File: src/sac_pkg.sv
package sac_pkg;

  // Result layout
  localparam int RESULT_W      = 10;
  localparam int UPPER_W       = 8;
  localparam int LOWER_W       = 2;
  localparam logic [9:0] RESULT_RST = 10'h000;
  localparam logic [9:0] OFFSET_CODE = 10'h200;

  // Timing
  localparam int CLK_PERIOD_NS   = 25;
  localparam int RESET_MAX_NS    = 1500;
  localparam int BIT_PERIOD_NS   = 2000;
  // Reset phase lasts half the longest time, rounded down
  localparam int RESET_CYCLES    = RESET_MAX_NS / CLK_PERIOD_NS / 2;
  localparam int BIT_CYCLES      = BIT_PERIOD_NS / CLK_PERIOD_NS;
  localparam int TIMER_W         = 8;

  typedef enum logic [1:0] {
    SAC_IDLE,
    SAC_RESET,
    SAC_WAIT_FALL,
    SAC_CONVERT
  } sac_state_t;

endpackage

File: src/sac_sar_ctrl.sv
`timescale 1ns/1ps
////////////////////////////////////////////////////////////////////////////////
// Summary of operation
// RULE1: host holds trigger high at least 500 ns
// RULE2: trigger rise resets, ready high within 1.5us
// RULE3: conversion starts on trigger falling edge; a fall inside the reset phase starts it at the end of that phase
// RULE4: decide bits from MSB down to LSB
// RULE5: set trial bit, clear if comparator high
// RULE6: ready low once all ten bits decided
// RULE7: enables drive upper eight, lower two bits
// RULE8: host raises enables before next trigger
// RULE9: bipolar mode adds MSB minus half LSB
// RULE10: bipolar zero input gives mid-scale code
// RULE11: host reads one word or two parts
// RULE12: one decision per internal clock period
// RULE13: new trigger rise aborts and restarts
module sac_sar_ctrl #(
  parameter int BIT_CYCLES_P   = sac_pkg::BIT_CYCLES,
  parameter int RESET_CYCLES_P = sac_pkg::RESET_CYCLES
) (
  input  wire logic                        core_clk_in,
  input  wire logic                        sys_rst_in,
  input  wire logic                        convert_trigger_in,
  input  wire logic                        comparator_high_in,
  input  wire logic                        bipolar_select_in,
  input  wire logic                        upper_byte_output_enable_n_in,
  input  wire logic                        lower_pair_output_enable_n_in,
  output logic [sac_pkg::RESULT_W-1:0]     dac_code_out,
  output logic                             bipolar_offset_on_out,
  output logic                             result_ready_n_out,
  output logic [sac_pkg::UPPER_W-1:0]      upper_data_out,
  output logic [sac_pkg::UPPER_W-1:0]      upper_data_oe_out,
  output logic [sac_pkg::LOWER_W-1:0]      lower_data_out,
  output logic [sac_pkg::LOWER_W-1:0]      lower_data_oe_out
);
  import sac_pkg::*;

  sac_state_t              state;
  logic                    trig_q;
  logic [TIMER_W-1:0]      timer;
  logic [RESULT_W-1:0]     sar;
  logic [RESULT_W-1:0]     trial;
  logic                    ready_n;

  logic trig_rise;
  logic trig_fall;
  logic timer_done;
  logic reset_end;
  logic start_conv;
  logic decide;
  logic last_decide;

  //////////////////////////////////////////////////////////////////////////////
  // Decoding helpers

  // Trial word holding only the top bit
  function automatic logic [RESULT_W-1:0] msb_trial();
    msb_trial = {1'b1, {(RESULT_W-1){1'b0}}};
  endfunction

  // Keep or drop the trial bit on the comparator verdict
  // A high verdict means the trial sum overshoots the input
  function automatic logic [RESULT_W-1:0] judge_bit(
    input logic [RESULT_W-1:0] cur,
    input logic [RESULT_W-1:0] bit_mask,
    input logic                too_big
  );
    if (too_big) begin
      judge_bit = cur & ~bit_mask;
    end else begin
      judge_bit = cur | bit_mask;
    end
  endfunction

  //////////////////////////////////////////////////////////////////////////////
  // Trigger edge detection
  always_ff @(posedge core_clk_in) begin
    if (sys_rst_in) begin
      trig_q <= 1'b0;
    end else begin
      trig_q <= convert_trigger_in;
    end
  end

  assign trig_rise  = convert_trigger_in & ~trig_q;
  assign trig_fall  = ~convert_trigger_in & trig_q;
  assign timer_done = (timer == '0);

  //////////////////////////////////////////////////////////////////////////////
  // Phase decoding shared by the processes below
  // A fall inside the reset phase must not be lost: a host pulse may be
  // shorter than the phase, so a low trigger level at the end of the
  // phase starts the conversion there and then.
  assign reset_end   = (state == SAC_RESET) && timer_done;
  assign start_conv  = !trig_rise
                       && ((state == SAC_WAIT_FALL && trig_fall)
                       || (reset_end && !convert_trigger_in));
  assign decide      = (state == SAC_CONVERT) && timer_done;
  assign last_decide = decide && trial[0];

  //////////////////////////////////////////////////////////////////////////////
  // Sequencer state; a trigger rise always wins
  always_ff @(posedge core_clk_in) begin
    if (sys_rst_in) begin
      state <= SAC_IDLE;
    end else if (trig_rise) begin
      state <= SAC_RESET;                              // [RULE2] [RULE13]
    end else if (start_conv) begin
      state <= SAC_CONVERT;                            // [RULE3]
    end else begin
      unique case (state)
        SAC_IDLE: begin
          state <= SAC_IDLE;
        end
        SAC_RESET: begin
          if (timer_done) begin
            state <= SAC_WAIT_FALL;
          end
        end
        SAC_WAIT_FALL: begin
          state <= SAC_WAIT_FALL;
        end
        SAC_CONVERT: begin
          if (last_decide) begin
            state <= SAC_IDLE;
          end
        end
      endcase
    end
  end

  //////////////////////////////////////////////////////////////////////////////
  // Phase timer: reset phase length, then one period per bit
  always_ff @(posedge core_clk_in) begin
    if (sys_rst_in) begin
      timer <= '0;
    end else if (trig_rise) begin
      timer <= TIMER_W'(RESET_CYCLES_P - 1);           // [RULE2]
    end else if (start_conv || decide) begin
      timer <= TIMER_W'(BIT_CYCLES_P - 1);             // [RULE12]
    end else if (!timer_done && (state == SAC_RESET
                                 || state == SAC_CONVERT)) begin
      timer <= timer - 1'b1;                           // [RULE12]
    end
  end

  //////////////////////////////////////////////////////////////////////////////
  // Trial bit walks from the top down, cleared on abort
  always_ff @(posedge core_clk_in) begin
    if (sys_rst_in) begin
      trial <= '0;
    end else if (trig_rise) begin
      trial <= '0;                                     // [RULE13]
    end else if (start_conv) begin
      trial <= msb_trial();                            // [RULE4]
    end else if (decide) begin
      trial <= trial >> 1;                             // [RULE4]
    end
  end

  //////////////////////////////////////////////////////////////////////////////
  // Approximation register
  always_ff @(posedge core_clk_in) begin
    if (sys_rst_in) begin
      sar <= RESULT_RST;
    end else if (trig_rise) begin
      sar <= RESULT_RST;                               // [RULE13]
    end else if (decide) begin
      // Verdict taken at the end of the bit period, trial sum settled
      sar <= judge_bit(sar, trial, comparator_high_in); // [RULE5]
    end
  end

  //////////////////////////////////////////////////////////////////////////////
  // Ready flag: high from reset phase until last decision
  always_ff @(posedge core_clk_in) begin
    if (sys_rst_in) begin
      ready_n <= 1'b1;
    end else if (trig_rise) begin
      ready_n <= 1'b1;                                 // [RULE2]
    end else if (last_decide) begin
      ready_n <= 1'b0;                                 // [RULE6]
    end
  end

  // Trial sum seen by the comparator, offset switch
  assign dac_code_out          = sar | trial;          // [RULE5]
  assign bipolar_offset_on_out = bipolar_select_in;    // [RULE9] [RULE10]
  assign result_ready_n_out    = ready_n;

  //////////////////////////////////////////////////////////////////////////////
  // Output buffers, each enable on its own
  // Data lags the register by one cycle; the lower pair still shows the old LSB in the first cycle of ready low
  // Upper byte register
  always_ff @(posedge core_clk_in) begin
    if (sys_rst_in) begin
      upper_data_out <= '0;
    end else begin
      upper_data_out <= sar[RESULT_W-1 -: UPPER_W];    // [RULE7]
    end
  end

  // Lower pair register
  always_ff @(posedge core_clk_in) begin
    if (sys_rst_in) begin
      lower_data_out <= '0;
    end else begin
      lower_data_out <= sar[LOWER_W-1:0];              // [RULE7]
    end
  end

  // Enables drive every bit of their group

  assign upper_data_oe_out = {UPPER_W{~upper_byte_output_enable_n_in}};
  assign lower_data_oe_out = {LOWER_W{~lower_pair_output_enable_n_in}};

endmodule // sac_sar_ctrl

File: config.mk
export PLATFORM = sky130hd
export DESIGN_NAME = sac_sar_ctrl
export DESIGN_NICKNAME = d
export VERILOG_FILES = /design/src/sac_pkg.sv /design/src/sac_sar_ctrl.sv
export SDC_FILE = /design/constraint.sdc
export NUM_CORES = 1
export LEC_CHECK = 0
export BUFFER_PORTS_ARGS = -buffer_cell sky130_fd_sc_hd__buf_4
export CORE_MARGIN = 2
export CORE_UTILIZATION = 40
export DETAILED_ROUTE_END_ITERATION = 12
export PLACE_DENSITY = 0.62
export SLEW_MARGIN = 10
export SYNTH_ARGS = -nofsm -noshare
export SYNTH_HDL_FRONTEND = slang
export SYNTH_SLANG_ARGS = --single-unit
File: constraint.sdc
create_clock -name core_clk_in -period 2.3 [get_ports core_clk_in]
set_input_delay 0.115 -clock core_clk_in [delete_from_list [all_inputs] [get_ports core_clk_in]]
set_output_delay 0.115 -clock core_clk_in [all_outputs]
set_load 0.01 [all_outputs]
==> run metrics <==
outcome=completed; CTS clock-pin slew for the worst setup and hold paths=0.08 ns; Leak Pwr=0.8794 nW; I/O Buffers=36; share of cells above drive strength 1=27.71%; IO Pins=39; Slew Limit Headroom=59.49%; RePlAce Congestion=0.7792; unique cell type count in the Yosys netlist=36; CTS sink count=42; Synth Flop Type=sky130_fd_sc_hd__dfxtp_1; Synth warnings=0; number of cells in the finished layout apart from fillers=283; path class of the lowest-slack min-delay path=input pin to flip-flop; number of violations reported at the end of detailed-routing iteration 0=77; DR pass1 iterations=4; Row Count=24; peak ir drop on the vdd network=323.4 uV; number of nets with antenna violations after routing=0; cell count of the worst hold path=2; sum of routed wire length over all layers=3458 um; destination of the worst hold path=trig_q; initial antenna violation count=0; post-synthesis cell type with the largest combined area=sky130_fd_sc_hd__dfxtp_1; count of mapped cells out of synthesis=198; maximum number of pins on one net before global-route repair=32; root cell of the clock tree=sky130_fd_sc_hd__clkbuf_8; first-pass GRT wire length=5865 um; end of the worst register-to-register path=state[1]; number of gates resized after CTS=0; initial core utilization=41.29%; reg2reg start=timer[0]; number of global-route vias before repair=1,274; Finished Core Util=49.80%; Hold Fails Final Rpt=0; Finished Cell Area=2168 sq um; data required time of the critical path=2.48 ns; endpoint type of the worst setup path=flip-flop; setup repair after global routing missed its margin=false; clock skew=0.004597 ns; Synth Net Count=210; CP Launch Type=flip-flop; endpoints failing setup=0; CTS buffer count=5; post-DP HPWL=2431 um; slack of the worst reg-to-reg path=0.24 ns; fillcell total=405; # Post-CTS Setup Buffers=0; WS Path Type=flip-flop to flip-flop; met1 track utilization from global routing=19.73%; via count normalized by instance count=5.046; hold wc startpoint=convert_trigger_in; Power Total=0.001394 W; PD cells=643.0 nW/um^2; net total in the final layout=242; GR Util met2=22.85%; Max Cap Violations=0; detailed-route DRC error count=0; floorplan die width=71.05 um; CTS H-Tree Depth=2; die boundary height=71.05 um; flip-flop and latch count after synthesis=42; global-route total usage across every layer=14.73%; max-slew violation count=0; final cycle utilization of the critical path=89.44%; die area=5047 sq um; mean instance size in the synthesized netlist=9.081 sq um; DP Area=2082 sq um; highest net fanout along the worst path=5; cell type of the slowest stage on the worst timing path=sky130_fd_sc_hd__or4b_4; total vias in the final route=1,428; number of cell instances on the worst register-to-register path=6; hold_buf cts=0; DR WL/cell=12.22 um; highest cell delay on the worst timing path=0.51 ns; actual transition at the worst max-transition pin=0.6062 ns; synthesized cell area=1798 sq um; sum of negative setup slack=0 ns; busiest layer in global routing=met2; count of flip-flops with a built-in enable after synthesis=0; Critical Path AT=2.24 ns; placeable core region=4354 sq um; clock tree from TritonCTS=done; Area growth, synth to finish=20.60%; overflow left after global routing=0; met3 Resource Use GR=4.274%; series of cell instances along the critical path=inv_1 -> ha_1 -> or4b_4 -> o31a_1 -> o21ai_0 -> mux2_2; # placed instances=275; Clock Latency Late Sink=0.29 ns; part of the Yosys area used for sequential elements=46.76%; Highest Clock Rate=0.4861 GHz; area share of the largest cell type after synthesis=46.76%; fraction of synthesis flops using an asynchronous set or reset pin=0%; final antenna diode count=0; shortest period the worst path allows=2.057 ns; cell types occupying the most area after synthesis=sky130_fd_sc_hd__dfxtp_1 (47%), sky130_fd_sc_hd__a21oi_1 (8.1%), sky130_fd_sc_hd__a311oi_1 (4.9%); clock tree buffer depth=2
==> area by class of cell <==
class	instances	area [sq um]	share of cell area [%]
clock buffers	6	72.57	3.347
clock inverters	2	13.76	0.6347
inverters	9	33.78	1.558
multi-input cells	131	822.0	37.91
flip-flops and latches	42	840.8	38.78
well taps	52	65.06	3.001
repair buffers	41	320.3	14.77
==> synth_stat cells (2+ instances only) <==
master                      n
sky130_fd_sc_hd__buf_4     10
sky130_fd_sc_hd__xnor2_1    2
sky130_fd_sc_hd__nor2_1     9
sky130_fd_sc_hd__dfxtp_1   42
sky130_fd_sc_hd__or2_2     11
sky130_fd_sc_hd__a21oi_1   29
sky130_fd_sc_hd__clkbuf_1   2
sky130_fd_sc_hd__nand2_1   21
sky130_fd_sc_hd__nor3_1     2
sky130_fd_sc_hd__buf_2      3
sky130_fd_sc_hd__nand3_1    2
sky130_fd_sc_hd__ha_1       5
sky130_fd_sc_hd__a311oi_1  10
sky130_fd_sc_hd__mux2_2     2
sky130_fd_sc_hd__mux2i_1    3
sky130_fd_sc_hd__nor2b_1   11
sky130_fd_sc_hd__nand2b_1   2
sky130_fd_sc_hd__o21ai_0    3
sky130_fd_sc_hd__nor4_1     4
sky130_fd_sc_hd__inv_1      9
==> per-stage QoR <==
step,hold slack [ns],worst slack (ns)
2_1_floorplan,0.1866,0.3678
3_3_place_gp,0.2301,0.3013
3_5_place_dp,0.2301,0.2646
4_1_cts,0.06212,0.2405
5_1_grt,0.06270,0.07842
6_report,0.06693,0.2429
==> how the worst max path moves through the flow <==
stage,depth (start not counted),to,from,slack (ns)
6_report,6,state[1],timer[0],0.24
4_1_cts,6,state[1],timer[0],0.24
2_1_floorplan,6,state[1],timer[0],0.37
5_1_grt,7,trial[2],timer[0],0.08
3_5_place_dp,6,state[1],timer[0],0.26
3_3_place_gp,6,state[1],timer[0],0.30
==> cells in the final DEF (no fill, tap or decap) <==
cell and instances:
sky130_fd_sc_hd__dfxtp_1 42, sky130_fd_sc_hd__buf_4 40, sky130_fd_sc_hd__a21oi_1 29, sky130_fd_sc_hd__nand2_1 21, sky130_fd_sc_hd__or2_2 11, sky130_fd_sc_hd__nor2b_1 11
sky130_fd_sc_hd__a311oi_1 10, sky130_fd_sc_hd__inv_1 9, sky130_fd_sc_hd__nor2_1 9, sky130_fd_sc_hd__ha_1 5, sky130_fd_sc_hd__clkbuf_8 5, sky130_fd_sc_hd__nor4_1 4
sky130_fd_sc_hd__o21ai_0 3, sky130_fd_sc_hd__mux2i_1 3, sky130_fd_sc_hd__nand2b_1 2, sky130_fd_sc_hd__nor3_1 2, sky130_fd_sc_hd__mux2_2 2, sky130_fd_sc_hd__nand3_1 2
sky130_fd_sc_hd__xnor2_1 2, sky130_fd_sc_hd__nor4b_2 1, sky130_fd_sc_hd__or4b_4 1, sky130_fd_sc_hd__or3_1 1, sky130_fd_sc_hd__nand3b_1 1, sky130_fd_sc_hd__o31a_1 1
sky130_fd_sc_hd__a31oi_1 1, sky130_fd_sc_hd__nand4b_1 1, sky130_fd_sc_hd__nor3_4 1, sky130_fd_sc_hd__a211o_1 1, sky130_fd_sc_hd__and2_1 1, sky130_fd_sc_hd__o21a_1 1
sky130_fd_sc_hd__o211ai_1 1, sky130_fd_sc_hd__a21o_1 1, sky130_fd_sc_hd__and3_1 1, sky130_fd_sc_hd__a211oi_1 1, sky130_fd_sc_hd__clkinv_2 1, sky130_fd_sc_hd__clkinv_4 1
sky130_fd_sc_hd__clkbuf_1 1, sky130_fd_sc_hd__buf_12 1
==> per-layer routing <==
metal | vias to the layer above | wire [um]
met5 | - | 0
met4 | 0 | 51
met3 | 6 | 180
met2 | 35 | 1591
met1 | 643 | 1634
li1 | 744 | -
==> logic make-up (layout without fill, tap and decap cells) <==
kind of cell    after synthesis  after routing  synth area share (%)
fa+ha+maj                     5              5                 3.479
buf+inv                      25             58                 7.515
xor+xnor                      2              2                0.9744
simple gates                 70             70                 21.57
mux                           5              5                 2.923
compound gates               49             49                 16.77
flops                        42             42                 46.76
==> where the power goes <==
| group | switching (W) | internal, W |
|---|---|---|
| registers | 0.0000166 | 0.000742 |
| logic | 0.0000961 | 0.0000790 |
| clock network | 0.000247 | 0.000214 |
==> worst max-delay path: cells and delay by family (launching register included) <==
family,cells,cell delay [ns]
buffers and inverters,1,0.09
flip-flops,1,0.35
multiplexers,1,0.35
AND/OR/NAND/NOR,1,0.51
AO/OA/AOI/OAI,2,0.47
adder cells (fa/ha/maj),1,0.18
Power figures use the tool's default switching activity.
